==> src/design/clock_manager_pkg.sv <==
// package: register map, field layout and constants of the clock manager
`default_nettype none
package clock_manager_pkg;
    // register byte offsets
    localparam logic [7:0] SYSCLK_GATE_ON_REG    = 8'h00;
    localparam logic [7:0] SYSCLK_GATE_OFF_REG   = 8'h04;
    localparam logic [7:0] SYSCLK_GATE_STATE_REG = 8'h08;
    localparam logic [7:0] PERIPH_GATE_ON_REG    = 8'h10;
    localparam logic [7:0] PERIPH_GATE_OFF_REG   = 8'h14;
    localparam logic [7:0] PERIPH_GATE_STATE_REG = 8'h18;
    localparam logic [7:0] CRYSTAL_OSC_REG       = 8'h20;
    localparam logic [7:0] FREQ_MEAS_REG         = 8'h24;
    localparam logic [7:0] PLL_CONFIG_REG        = 8'h2C;
    localparam logic [7:0] SYSCLK_CONFIG_REG     = 8'h30;
    localparam logic [7:0] EXT_CLOCK_CONFIG_REG0 = 8'h40;
    localparam logic [7:0] EXT_CLOCK_CONFIG_REG1 = 8'h44;
    localparam logic [7:0] EXT_CLOCK_CONFIG_REG2 = 8'h48;
    localparam logic [7:0] CLOCK_IRQ_ENABLE_REG  = 8'h60;
    localparam logic [7:0] CLOCK_IRQ_DISABLE_REG = 8'h64;
    localparam logic [7:0] CLOCK_STATUS_REG      = 8'h68;
    localparam logic [7:0] CLOCK_IRQ_MASK_REG    = 8'h6C;
    // field positions
    localparam int SRC_LSB      = 0;
    localparam int RATIO_LSB    = 2;
    localparam int CPU_BIT      = 0;
    localparam int EXT_LSB      = 8;
    localparam int OSC_EN_BIT   = 0;
    localparam int OSC_CNT_LSB  = 8;
    localparam int PLL_RAT_LSB  = 0;
    localparam int PLL_CNT_LSB  = 8;
    localparam int PLL_FAC_LSB  = 16;
    localparam int MEAS_RDY_BIT = 16;
    localparam int ST_XTAL_BIT  = 0;
    localparam int ST_LOCK_BIT  = 2;
    localparam int ST_SYS_BIT   = 3;
    localparam int ST_EXT_LSB   = 8;
    localparam int STATUS_W     = 11;
    // source select codes
    localparam logic [1:0] SRC_SLOW = 2'h0;
    localparam logic [1:0] SRC_MAIN = 2'h1;
    localparam logic [1:0] SRC_PLL  = 2'h3;
    // reset values and counts
    localparam logic [5:0] PLL_SETTLE_RESET = 6'h3F;
    localparam logic [2:0] XTAL_PRESCALE_END = 3'h7;  // slow clock / 8
    localparam logic [3:0] MEAS_LAST_PERIOD  = 4'hF;  // sixteen slow periods
    localparam logic [1:0] SETTLE_LAST_EDGE  = 2'h1;  // two edges of new source
    localparam int         EXT_N = 3;
    // system clock switch state
    typedef enum logic [2:0] {
        ST_READY   = 3'h1,
        ST_SETTLE  = 3'h2,
        ST_PLLWAIT = 3'h4
    } sys_state_t;
endpackage : clock_manager_pkg
`default_nettype wire

==> src/design/system_clock_manager.sv <==
// module: clock select, division, gating and start-up sequencing
// What this block does
// system clock is selected source over 2^n, ratio 7 dividing by 64 like ratio 6
// config write clears ready until clock established
// cpu clock on at reset, interrupt wakes
// cpu stops after instruction, bus keeps running
// write 1 gates clock, 0 no effect
// peripheral clocks gated singly, off at reset
// peripheral bit position equals peripheral identifier
// software idles peripheral before gating off
// three external outputs with own source
// external outputs divide by power of two
// external ready flag shows programmed output
// software disables output before reconfiguring it
// oscillator enable bit starts crystal with delay
// start delay counts slow clock over eight
// software waits for crystal stable flag
// frequency count is main edges in sixteen periods
// pll input ratio zero turns divider off
// pll factor zero off, else times factor+1
// pll settled after settle-delay slow cycles
// pll change drops settled flag until lock
// software waits for settled before using pll
// reset selects slow clock, ratio one
// software waits ready after system clock change
// reprogrammed pll forces main clock, ready low
// masked ready flags combine onto interrupt
`default_nettype none
module system_clock_manager
    import clock_manager_pkg::*;
#(
    parameter int PERIPH_N = 32
) (
    // clock and reset
    input  wire logic                CLK_SYS,
    input  wire logic                RST,
    // apb slave
    input  wire logic                PSEL,
    input  wire logic                PENABLE,
    input  wire logic                PWRITE,
    input  wire logic [7:0]          PADDR,
    input  wire logic [31:0]         PWDATA,
    output var  logic [31:0]         PRDATA,
    output var  logic                PREADY,
    output var  logic                PSLVERR,
    // clock sources, sampled levels
    input  wire logic                LOW_SPEED_CLOCK,
    input  wire logic                MAIN_CLOCK,
    input  wire logic                PLL_CLOCK,
    // processor handshake
    input  wire logic                INSN_DONE,
    input  wire logic                FAST_IRQ,
    input  wire logic                NORMAL_IRQ,
    // generated clocks
    output var  logic                SYSTEM_CLOCK,
    output var  logic                CPU_CLOCK,
    output var  logic [PERIPH_N-1:0] PERIPH_CLOCK,
    output var  logic [EXT_N-1:0]    EXT_CLOCK_OUT,
    // analog controls and interrupt
    output var  logic                CRYSTAL_OSC_ENABLE,
    output var  logic [7:0]          PLL_RATIO,
    output var  logic [10:0]         PLL_FACTOR,
    output var  logic                IRQ
);
    typedef struct packed {
        logic                       pready;
        logic                       pslverr;
        logic [31:0]                prdata;
        logic [2:0]                 src_prev;
        logic [1:0]                 sys_src;
        logic [2:0]                 sys_ratio;
        logic [5:0]                 sys_cnt;
        logic                       sys_clk;
        sys_state_t                 sc;
        logic [1:0]                 sc_wait;
        logic                       sys_ready;
        logic                       cpu_on;
        logic                       cpu_run;
        logic                       cpu_clk;
        logic [PERIPH_N-1:0]        periph_on;
        logic [PERIPH_N-1:0]        periph_clk;
        logic [EXT_N-1:0]           ext_on;
        logic [EXT_N-1:0][1:0]      ext_src;
        logic [EXT_N-1:0][2:0]      ext_ratio;
        logic [EXT_N-1:0][5:0]      ext_cnt;
        logic [EXT_N-1:0][1:0]      ext_wait;
        logic [EXT_N-1:0]           ext_ready;
        logic [EXT_N-1:0]           ext_clk;
        logic                       osc_en;
        logic [7:0]                 osc_delay;
        logic [7:0]                 osc_count;
        logic [2:0]                 osc_pre;
        logic                       xtal_stable;
        logic                       meas_run;
        logic [3:0]                 meas_period;
        logic [15:0]                freq_count;
        logic                       meas_done;
        logic [7:0]                 pll_ratio;
        logic [10:0]                pll_factor;
        logic [5:0]                 pll_delay;
        logic [5:0]                 pll_count;
        logic                       lock;
        logic [STATUS_W-1:0]        imr;
        logic                       irq;
    } state_t;

    state_t                st;
    state_t                next_st;
    logic                  setup_cycle;
    logic                  wr_cycle;
    logic                  pll_live;
    logic                  pll_src;
    logic [2:0]            src_now;
    logic [2:0]            src_rise;
    logic [1:0]            sys_eff;
    logic                  sys_rise;
    logic [STATUS_W-1:0]   status;

    // picks one of slow, main, pll by a source code
    function automatic logic pick(input logic [1:0] sel, input logic [2:0] v);
        case (sel)
            SRC_SLOW: pick = v[0];
            SRC_MAIN: pick = v[1];
            SRC_PLL:  pick = v[2];
            default:  pick = 1'b0;
        endcase
    endfunction : pick

    // power-of-two divider tap; ratio 0 passes the source through
    function automatic logic tap(input logic [5:0] cnt, input logic [2:0] ratio,
                                 input logic src);
        case (ratio)
            3'h0:    tap = src;
            3'h1:    tap = cnt[0];
            3'h2:    tap = cnt[1];
            3'h3:    tap = cnt[2];
            3'h4:    tap = cnt[3];
            3'h5:    tap = cnt[4];
            default: tap = cnt[5];
        endcase
    endfunction : tap

    // status word as read and as used for the interrupt
    always_comb begin
        status = '0;
        status[ST_XTAL_BIT] = st.xtal_stable;
        status[ST_LOCK_BIT] = st.lock;
        status[ST_SYS_BIT] = st.sys_ready;
        status[ST_EXT_LSB +: EXT_N] = st.ext_ready;
    end

    // next state of the whole block
    always_comb begin
        next_st = st;
        setup_cycle = PSEL & ~PENABLE & ~st.pready;
        wr_cycle = PSEL & PENABLE & PWRITE & st.pready;
        pll_live = (st.pll_ratio != 8'h00) && (st.pll_factor != 11'h000);
        pll_src = PLL_CLOCK & pll_live;
        src_now = {pll_src, MAIN_CLOCK, LOW_SPEED_CLOCK};
        src_rise = src_now & ~st.src_prev;
        next_st.src_prev = src_now;
        // unlocked pll feeds main clock to the system instead
        sys_eff = (st.sys_src == SRC_PLL && !st.lock) ? SRC_MAIN : st.sys_src;
        sys_rise = pick(sys_eff, src_rise);

        // system clock divider
        if (sys_rise) begin
            next_st.sys_cnt = st.sys_cnt + 6'h01;
        end
        next_st.sys_clk = tap(next_st.sys_cnt, st.sys_ratio, pick(sys_eff, src_now));
        // cpu clock stops only once the running instruction ends
        if (st.cpu_on) begin
            next_st.cpu_run = 1'b1;
        end else if (INSN_DONE) begin
            next_st.cpu_run = 1'b0;
        end
        if (FAST_IRQ || NORMAL_IRQ) begin
            next_st.cpu_on = 1'b1;
        end
        // bus masters keep the system clock while the cpu idles
        next_st.cpu_clk = next_st.sys_clk & st.cpu_run;
        next_st.periph_clk = {PERIPH_N{next_st.sys_clk}} & st.periph_on;

        // system clock ready sequencing
        case (st.sc)
            ST_READY: begin
                next_st.sc_wait = 2'h0;
            end
            ST_SETTLE: begin
                if (sys_rise) begin
                    if (st.sc_wait == SETTLE_LAST_EDGE) begin
                        next_st.sc = ST_READY;
                        next_st.sys_ready = 1'b1;
                    end else begin
                        next_st.sc_wait = st.sc_wait + 2'h1;
                    end
                end
            end
            ST_PLLWAIT: begin
                if (st.lock) begin
                    next_st.sc = ST_SETTLE;
                    next_st.sc_wait = 2'h0;
                end
            end
            default: begin
                next_st.sc = ST_SETTLE;
            end
        endcase

        // external clock outputs
        for (int i = 0; i < EXT_N; i++) begin
            if (pick(st.ext_src[i], src_rise)) begin
                next_st.ext_cnt[i] = st.ext_cnt[i] + 6'h01;
            end
            next_st.ext_clk[i] = st.ext_on[i] &
                tap(next_st.ext_cnt[i], st.ext_ratio[i], pick(st.ext_src[i], src_now));
            if (!st.ext_on[i]) begin
                next_st.ext_ready[i] = 1'b0;
                next_st.ext_wait[i] = 2'h0;
            end else if (!st.ext_ready[i] && pick(st.ext_src[i], src_rise)) begin
                if (st.ext_wait[i] == SETTLE_LAST_EDGE) begin
                    next_st.ext_ready[i] = 1'b1;
                end else begin
                    next_st.ext_wait[i] = st.ext_wait[i] + 2'h1;
                end
            end
        end

        // crystal start-up count on slow clock over eight
        if (!st.osc_en) begin
            next_st.xtal_stable = 1'b0;
        end else if (!st.xtal_stable && src_rise[0]) begin
            next_st.osc_pre = st.osc_pre + 3'h1;
            if (st.osc_pre == XTAL_PRESCALE_END) begin
                // the tick at count one sets the flag instead of decrementing, so delay n costs n periods
                if (st.osc_count <= 8'h01) begin
                    next_st.xtal_stable = 1'b1;
                end else begin
                    next_st.osc_count = st.osc_count - 8'h01;
                end
            end
        end

        // main clock frequency measurement
        if (!st.xtal_stable) begin
            next_st.meas_run = 1'b0;
            next_st.meas_done = 1'b0;
        end else if (st.meas_run) begin
            if (src_rise[1]) begin
                next_st.freq_count = st.freq_count + 16'h0001;
            end
            if (src_rise[0]) begin
                next_st.meas_period = st.meas_period + 4'h1;
                if (st.meas_period == MEAS_LAST_PERIOD) begin
                    next_st.meas_run = 1'b0;
                    next_st.meas_done = 1'b1;
                end
            end
        end else if (!st.meas_done && src_rise[0]) begin
            next_st.meas_run = 1'b1;
            next_st.meas_period = 4'h0;
            next_st.freq_count = 16'h0000;
        end

        // pll settle count on slow clock
        if (!st.lock && src_rise[0]) begin
            // settle field n gives lock after n slow edges
            if (st.pll_count <= 6'h01) begin
                next_st.lock = 1'b1;
            end else begin
                next_st.pll_count = st.pll_count - 6'h01;
            end
        end

        // interrupt from set and unmasked flags
        next_st.irq = |(status & st.imr);

        // apb answer, one wait-free access phase
        next_st.pready = setup_cycle;
        next_st.pslverr = 1'b0;
        if (setup_cycle) begin
            next_st.prdata = 32'h0000_0000;
            case (PADDR)
                SYSCLK_GATE_ON_REG, SYSCLK_GATE_OFF_REG, PERIPH_GATE_ON_REG,
                PERIPH_GATE_OFF_REG, CLOCK_IRQ_ENABLE_REG, CLOCK_IRQ_DISABLE_REG: begin
                    next_st.prdata = 32'h0000_0000;
                end
                SYSCLK_GATE_STATE_REG: begin
                    next_st.prdata[CPU_BIT] = st.cpu_on;
                    next_st.prdata[EXT_LSB +: EXT_N] = st.ext_on;
                end
                PERIPH_GATE_STATE_REG: next_st.prdata[PERIPH_N-1:0] = st.periph_on;
                CRYSTAL_OSC_REG: begin
                    next_st.prdata[OSC_EN_BIT] = st.osc_en;
                    next_st.prdata[OSC_CNT_LSB +: 8] = st.osc_delay;
                end
                FREQ_MEAS_REG: begin
                    next_st.prdata[15:0] = st.freq_count;
                    next_st.prdata[MEAS_RDY_BIT] = st.meas_done;
                end
                PLL_CONFIG_REG: begin
                    next_st.prdata[PLL_RAT_LSB +: 8] = st.pll_ratio;
                    next_st.prdata[PLL_CNT_LSB +: 6] = st.pll_delay;
                    next_st.prdata[PLL_FAC_LSB +: 11] = st.pll_factor;
                end
                SYSCLK_CONFIG_REG: begin
                    next_st.prdata[SRC_LSB +: 2] = st.sys_src;
                    next_st.prdata[RATIO_LSB +: 3] = st.sys_ratio;
                end
                EXT_CLOCK_CONFIG_REG0, EXT_CLOCK_CONFIG_REG1, EXT_CLOCK_CONFIG_REG2: begin
                    next_st.prdata[SRC_LSB +: 2] = st.ext_src[PADDR[3:2]];
                    next_st.prdata[RATIO_LSB +: 3] = st.ext_ratio[PADDR[3:2]];
                end
                CLOCK_STATUS_REG:   next_st.prdata[STATUS_W-1:0] = status;
                CLOCK_IRQ_MASK_REG: next_st.prdata[STATUS_W-1:0] = st.imr;
                default:            next_st.pslverr = 1'b1;
            endcase
        end

        // register writes; a write's own clear overrides the hardware set, except an interrupt beats a cpu gate-off write
        if (wr_cycle) begin
            case (PADDR)
                SYSCLK_GATE_ON_REG: begin
                    next_st.cpu_on = st.cpu_on | PWDATA[CPU_BIT];
                    next_st.ext_on = st.ext_on | PWDATA[EXT_LSB +: EXT_N];
                end
                SYSCLK_GATE_OFF_REG: begin
                    if (PWDATA[CPU_BIT] && !(FAST_IRQ || NORMAL_IRQ)) begin
                        next_st.cpu_on = 1'b0;
                    end
                    next_st.ext_on = st.ext_on & ~PWDATA[EXT_LSB +: EXT_N];
                end
                PERIPH_GATE_ON_REG: next_st.periph_on = st.periph_on | PWDATA[PERIPH_N-1:0];
                PERIPH_GATE_OFF_REG: next_st.periph_on = st.periph_on & ~PWDATA[PERIPH_N-1:0];
                CRYSTAL_OSC_REG: begin
                    next_st.osc_en = PWDATA[OSC_EN_BIT];
                    next_st.osc_delay = PWDATA[OSC_CNT_LSB +: 8];
                    next_st.osc_count = PWDATA[OSC_CNT_LSB +: 8];
                    next_st.osc_pre = 3'h0;
                    next_st.xtal_stable = 1'b0;
                end
                PLL_CONFIG_REG: begin
                    next_st.pll_ratio = PWDATA[PLL_RAT_LSB +: 8];
                    next_st.pll_factor = PWDATA[PLL_FAC_LSB +: 11];
                    next_st.pll_delay = PWDATA[PLL_CNT_LSB +: 6];
                    next_st.pll_count = PWDATA[PLL_CNT_LSB +: 6];
                    next_st.lock = 1'b0;
                    if (st.sys_src == SRC_PLL) begin
                        next_st.sys_ready = 1'b0;
                        next_st.sc = ST_PLLWAIT;
                    end
                end
                SYSCLK_CONFIG_REG: begin
                    next_st.sys_src = PWDATA[SRC_LSB +: 2];
                    next_st.sys_ratio = PWDATA[RATIO_LSB +: 3];
                    next_st.sys_ready = 1'b0;
                    next_st.sc_wait = 2'h0;
                    next_st.sc = (PWDATA[SRC_LSB +: 2] == SRC_PLL) ? ST_PLLWAIT : ST_SETTLE;
                end
                EXT_CLOCK_CONFIG_REG0, EXT_CLOCK_CONFIG_REG1, EXT_CLOCK_CONFIG_REG2: begin
                    next_st.ext_src[PADDR[3:2]] = PWDATA[SRC_LSB +: 2];
                    next_st.ext_ratio[PADDR[3:2]] = PWDATA[RATIO_LSB +: 3];
                    next_st.ext_ready[PADDR[3:2]] = 1'b0;
                    next_st.ext_wait[PADDR[3:2]] = 2'h0;
                end
                CLOCK_IRQ_ENABLE_REG: next_st.imr = st.imr | PWDATA[STATUS_W-1:0];
                CLOCK_IRQ_DISABLE_REG: next_st.imr = st.imr & ~PWDATA[STATUS_W-1:0];
                default: begin
                    next_st.imr = next_st.imr;
                end
            endcase
        end
    end

    // state register; reset gives slow clock, ratio one, cpu on
    always_ff @(posedge CLK_SYS or posedge RST) begin
        if (RST) begin
            st           <= '0;
            st.sys_src   <= SRC_SLOW;
            st.sys_ratio <= 3'h0;
            st.sc        <= ST_READY;
            st.sys_ready <= 1'b1;
            st.cpu_on    <= 1'b1;
            st.cpu_run   <= 1'b1;
            st.pll_delay <= PLL_SETTLE_RESET;
        end else begin
            st <= next_st;
        end
    end

    // outputs straight from the state register
    assign PRDATA = st.prdata;
    assign PREADY = st.pready;
    assign PSLVERR = st.pslverr;
    assign SYSTEM_CLOCK = st.sys_clk;
    assign CPU_CLOCK = st.cpu_clk;
    assign PERIPH_CLOCK = st.periph_clk;
    assign EXT_CLOCK_OUT = st.ext_clk;
    assign CRYSTAL_OSC_ENABLE = st.osc_en;
    assign PLL_RATIO = st.pll_ratio;
    assign PLL_FACTOR = st.pll_factor;
    assign IRQ = st.irq;

    // checks
    property p_sys_clear;
        @(posedge CLK_SYS) disable iff (RST)
        (wr_cycle && PADDR == SYSCLK_CONFIG_REG) |=> !st.sys_ready ##1 !st.sys_ready;
    endproperty
    a_sys_clear: assert property (p_sys_clear) else $error("ready not cleared");

    property p_cpu_wake;
        @(posedge CLK_SYS) disable iff (RST)
        (FAST_IRQ || NORMAL_IRQ) |=> st.cpu_on ##1 st.cpu_run;
    endproperty
    a_cpu_wake: assert property (p_cpu_wake) else $error("cpu not woken");

    property p_cpu_finish;
        @(posedge CLK_SYS) disable iff (RST)
        (st.cpu_run && !INSN_DONE) |=> st.cpu_run;
    endproperty
    a_cpu_finish: assert property (p_cpu_finish) else $error("cpu stopped early");

    property p_periph_off;
        @(posedge CLK_SYS) disable iff (RST)
        (wr_cycle && PADDR == PERIPH_GATE_OFF_REG && PWDATA[0])
            |=> !st.periph_on[0] ##1 !PERIPH_CLOCK[0];
    endproperty
    a_periph_off: assert property (p_periph_off) else $error("clock not gated");

    property p_gate_zero;
        @(posedge CLK_SYS) disable iff (RST)
        (wr_cycle && PADDR == PERIPH_GATE_ON_REG && !PWDATA[1])
            |=> st.periph_on[1] == $past(st.periph_on[1]);
    endproperty
    a_gate_zero: assert property (p_gate_zero) else $error("zero write acted");

    property p_osc_clear;
        @(posedge CLK_SYS) disable iff (RST)
        (wr_cycle && PADDR == CRYSTAL_OSC_REG) |=> !st.xtal_stable [*2];
    endproperty
    a_osc_clear: assert property (p_osc_clear) else $error("stable not cleared");

    property p_pll_drop;
        @(posedge CLK_SYS) disable iff (RST)
        (wr_cycle && PADDR == PLL_CONFIG_REG) |=> !st.lock;
    endproperty
    a_pll_drop: assert property (p_pll_drop) else $error("lock not dropped");

    property p_pll_set;
        @(posedge CLK_SYS) disable iff (RST)
        $rose(st.lock) |-> ($past(st.pll_count) <= 6'h01 && $past(src_rise[0]));
    endproperty
    a_pll_set: assert property (p_pll_set) else $error("lock set early");

    property p_pll_fallback;
        @(posedge CLK_SYS) disable iff (RST)
        (st.sys_src == SRC_PLL && !st.lock) |-> (!st.sys_ready && sys_eff == SRC_MAIN);
    endproperty
    a_pll_fallback: assert property (p_pll_fallback) else $error("no main fallback");

    property p_irq;
        @(posedge CLK_SYS) disable iff (RST)
        1'b1 |=> IRQ == $past(|(status & st.imr));
    endproperty
    a_irq: assert property (p_irq) else $error("interrupt mismatch");
endmodule : system_clock_manager
`default_nettype wire

==> config.mk <==
export PLATFORM = sky130hd
export DESIGN_NAME = system_clock_manager
export DESIGN_NICKNAME = d
export VERILOG_FILES = /design/src/design/clock_manager_pkg.sv /design/src/design/system_clock_manager.sv
export SDC_FILE = /design/constraint.sdc
export NUM_CORES = 1
export LEC_CHECK = 0
export BUFFER_PORTS_ARGS = -buffer_cell sky130_fd_sc_hd__buf_2
export CAP_MARGIN = 40
export CELL_PAD_IN_SITES_DETAIL_PLACEMENT = 0
export CELL_PAD_IN_SITES_GLOBAL_PLACEMENT = 1
export CORE_MARGIN = 8
export CORE_UTILIZATION = 46
export DETAILED_ROUTE_END_ITERATION = 8
export PLACE_DENSITY_LB_ADDON = 0.1
export SLEW_MARGIN = 20
export SYNTH_ARGS = -nofsm -noshare
export SYNTH_HDL_FRONTEND = slang
export SYNTH_SLANG_ARGS = --single-unit
==> constraint.sdc <==
create_clock -name CLK_SYS -period 11.1 [get_ports CLK_SYS]
set_clock_uncertainty 0.1 [all_clocks]
set_input_delay 1.11 -clock CLK_SYS [delete_from_list [all_inputs] [get_ports CLK_SYS]]
set_output_delay 1.11 -clock CLK_SYS [all_outputs]
set_load 0.01 [all_outputs]
==> results summary <==
The flow ran to the end, and the final reports show no timing, DRC or antenna violations. The floorplan has 62 rows. The total negative setup slack came out at 0 ps.

Along the worst path, the maximum fanout reaches 63. The total clock buffers created by CTS is 29. The number of top-level design ports came out at approximately 140. The count of flip-flops with a built-in enable after synthesis came out at 0. The full die area is about 35000 sq um. The die is approximately 190 um wide. The first global-routing pass estimated approximately 60000 um of wire. Based on the critical path, the design can be clocked at up to 0.279 GHz. The hold-fix buffer count after cts is 0. The number of endpoints failing setup at the final stage came out at 0. At the later pin of the worst-skew pair, clock insertion delay measures around 550 ps. The max-slew violation total from the final report came to 0. The worst reg2reg path depth is 7.

The post-route fraction of the period consumed by the critical path is 32.3%. The global routing usage summed across all routing layers is 21.2%. For this run, the number of Yosys warnings is 0. The tree built by TritonCTS fans out to 257 sinks. The hold violation total from the final report was 0.

The die is approximately 190 um tall. The max-slew headroom at the worst pin came out at between 40% and 50%. The finished cells cover about 15000 sq um. The worst hold path passes through 2 cells. The fraction of post-synthesis cell area in the top cell type by area is a little under half. The power share of the sequential group is between 40% and 50%.

After clock tree synthesis, the clock-pin slew on the worst setup and hold paths is around 60 ps. The cell area that synthesis handed to floorplanning was 13500 sq um. The number of routed nets with antenna violations is 0.

The final layout contains 1509 nets. The internal power consumption is approximately 1.7 mW. The power density normalized to cell area came out at 159 nW/um^2. STA classifies the critical path endpoint as a flip-flop.

The number of library cell types mapped by synthesis came out at 86. The post-synthesis cell count came out at 1406. The required time at the endpoint of the critical path is approximately 11000 ps. The worst setup timing slack at the placement stage came out at approximately 7000 ps. In this run the worst hold path is classified as reg2reg. For this run, design rule violations remaining after detail routing come to 0. The clock network fraction of design power came out at 39.9%.

The clock root buffer is sky130_fd_sc_hd__clkbuf_16. Ranked by instance count, the synthesized netlist is headed by sky130_fd_sc_hd__nand2_1, sky130_fd_sc_hd__dfrtp_1, sky130_fd_sc_hd__nor2_1, sky130_fd_sc_hd__buf_4, sky130_fd_sc_hd__o21ai_0. The CTS tree is yes. The global-route congestion overflow total came out at 0. The leakage power figure came out at a little under 7 nW. The pin count of the biggest net entering global routing is 80. The flip-flop and latch count after synthesis came out at 257. The net count of the mapped netlist is approximately 1500. The via count of the first global-routing pass is a little over 10000. Max-cap violations in this run came to 0. The routability congestion estimate from global placement came out at about 0.80. The worst-case IR drop observed on VDD is between 0.1 and 0.15 mV. In this run, the combinational gates consume 13.8% of the power. The most repeated cell in the gate-level netlist after synthesis is sky130_fd_sc_hd__nand2_1. The cell taking the most area after synthesis is sky130_fd_sc_hd__dfrtp_1. The end-of-flow core utilization came out at about 52%. The standard cell core area is 28900 sq um. The switching power is ~670 uW. The minimum period implied by the final worst setup slack came out at ~3600 ps. Setup repair after global routing left no endpoint under its margin. The share of post-route cells with drive strength above 1 is approximately a fifth.

The overall power of the completed layout came out at 2.38 mW. After synthesis, flip-flops and latches occupy between 40% and 50% of the total area. The longest clock path from root to sink contains 3 buffers. The HPWL reported at the end of detailed placement is around 27000 um. The smallest setup slack after layout is between 7000 and 8000 ps. Of the total power, the share spent switching nets is roughly 28%. The transition time of the tightest slew-check pin came out at between 700 and 800 ps. The number of buffers inserted to repair setup after CTS came out at 0. In the final routed layout, each cell accounts on average for about 20 um. The startpoint type of the worst setup path is an input pin. From synthesis to final layout, the design area changed by 10.5%.

The worst setup path category is in2reg. Among all flip-flop cells after synthesis, the most frequent one is sky130_fd_sc_hd__dfrtp_1. In this run, post-CTS repair resized a total of 0 instances. For this run, the detailed router's first-pass iteration total came to 5. The mean instance size in the synthesized netlist is between 9 and 10 sq um. The routed via count divided by cell count is 5.60. The number of antenna violations at the first check in global routing came out at 1.

The number of violations reported at the end of detailed-routing iteration 0 is around 810. The async set-or-reset flop fraction in the synthesized netlist is between 90% and 100%. Sorting the synthesized cells by area gives the leading types as sky130_fd_sc_hd__dfrtp_1, sky130_fd_sc_hd__nand2_1, sky130_fd_sc_hd__buf_4. The area after detailed placement came out at between 10000 and 15000 sq um. The total routed wirelength is around 38000 um. The starting utilization of the core area came out at ~47%.

Data arrives at the worst endpoint at approximately 3900 ps. The total vias in the final route came out at about 10000. The number of I/O port buffers is roughly 140. The number of levels the H-tree was split into is 1.
[layer usage]
layer / track usage (%) / up-vias / share of wire, %
met2: 33.8 / 291 / 46
met5: 0 / - / 0
met1: 30.3 / 5102 / 47
met3: 3.39 / 38 / 5.9
li1: - / 4931 / -
met4: 3.91 / 0 / 1.6
[critical path: stages]
cell	delay, ps
sky130_fd_sc_hd__buf_2	70
sky130_fd_sc_hd__buf_4	560
sky130_fd_sc_hd__inv_1	440
sky130_fd_sc_hd__nand2_1	360
sky130_fd_sc_hd__nor3_4	110
sky130_fd_sc_hd__buf_4	250
sky130_fd_sc_hd__o41ai_1	690
sky130_fd_sc_hd__a31oi_1	80
sky130_fd_sc_hd__a21o_1	180
[per-stage QoR]
stage / hold slack (ps) / cells
after floorplan: 320 / 1406
after global placement: 349 / 1790
after detailed placement: 347 / 1797
after CTS: 359 / 1849
after global routing: 370 / 1852
final: 355 / 1852
[logic make-up after synthesis]
kind of cell | count (synthesis) | synth area share, %
adder cells (fa/ha/maj) | 12 | 1.11
flip-flops | 257 | 47.6
buffers and inverters | 184 | 8.22
multiplexers | 59 | 4.63
AND/OR/NAND/NOR | 607 | 23.7
XOR/XNOR | 38 | 2.46
AO/OA/AOI/OAI | 249 | 12.2
[power groups by stage]
stage	Sequential [mW]	Combinational (mW)	Clock, mW
2_1_floorplan	1.08	0.263	0
5_1_grt	1.11	0.368	1.01
3_5_place_dp	1.12	0.330	0
6_report	1.10	0.328	0.949
3_3_place_gp	1.11	0.319	0
4_1_cts	1.10	0.329	0.970
[final timing paths]
path,from,endpoint,slack (ps)
min reg2reg,PRDATA[27],PRDATA[27],360
max reg2reg,PLL_RATIO[5],PERIPH_CLOCK[16],8130
max,PADDR[2],PRDATA[3],7510
min in group asynchronous,RST,PRDATA[19],470
max in group asynchronous,RST,st[202],9010
min,PRDATA[27],PRDATA[27],360
[area by class of cell]
type | count | area (sq um)
Antenna cell | 1 | 2.50
Clock buffer | 47 | 893
Clock inverter | 5 | 53.8
Fill cell | 2710 | 13900
Inverter | 27 | 109
Multi-Input combinational cell | 965 | 5980
Sequential cell | 257 | 6440
Tap cell | 384 | 480
Timing Repair Buffer | 166 | 983
[cells in the final DEF (no fill, tap or decap), types with 9 or more instances in the layout]
cell type | Yosys | layout
sky130_fd_sc_hd__a21oi_1 | 37 | 37
sky130_fd_sc_hd__a221oi_1 | 14 | 14
sky130_fd_sc_hd__a22oi_1 | 9 | 9
sky130_fd_sc_hd__a31oi_1 | 20 | 20
sky130_fd_sc_hd__and3_1 | 9 | 9
sky130_fd_sc_hd__buf_2 | 24 | 145
sky130_fd_sc_hd__buf_4 | 90 | 16
sky130_fd_sc_hd__clkbuf_16 | 0 | 29
sky130_fd_sc_hd__clkbuf_8 | 0 | 10
sky130_fd_sc_hd__dfrtp_1 | 247 | 247
sky130_fd_sc_hd__dfstp_2 | 10 | 10
sky130_fd_sc_hd__ha_1 | 12 | 12
sky130_fd_sc_hd__inv_1 | 27 | 26
sky130_fd_sc_hd__mux2_2 | 27 | 27
sky130_fd_sc_hd__mux2i_1 | 31 | 31
sky130_fd_sc_hd__nand2_1 | 280 | 280
sky130_fd_sc_hd__nand2b_1 | 11 | 11
sky130_fd_sc_hd__nand3_1 | 38 | 38
sky130_fd_sc_hd__nand3b_1 | 13 | 13
sky130_fd_sc_hd__nand4_1 | 10 | 10
sky130_fd_sc_hd__nor2_1 | 95 | 95
sky130_fd_sc_hd__nor2b_1 | 9 | 9
sky130_fd_sc_hd__nor3_1 | 28 | 27
sky130_fd_sc_hd__nor3b_1 | 15 | 15
sky130_fd_sc_hd__nor3b_2 | 29 | 29
sky130_fd_sc_hd__nor4_1 | 11 | 10
sky130_fd_sc_hd__o21ai_0 | 56 | 56
sky130_fd_sc_hd__o21ai_1 | 32 | 32
sky130_fd_sc_hd__xnor2_1 | 20 | 20
sky130_fd_sc_hd__xor2_1 | 18 | 18
Note: power is estimated with default switching activity, not from simulation.
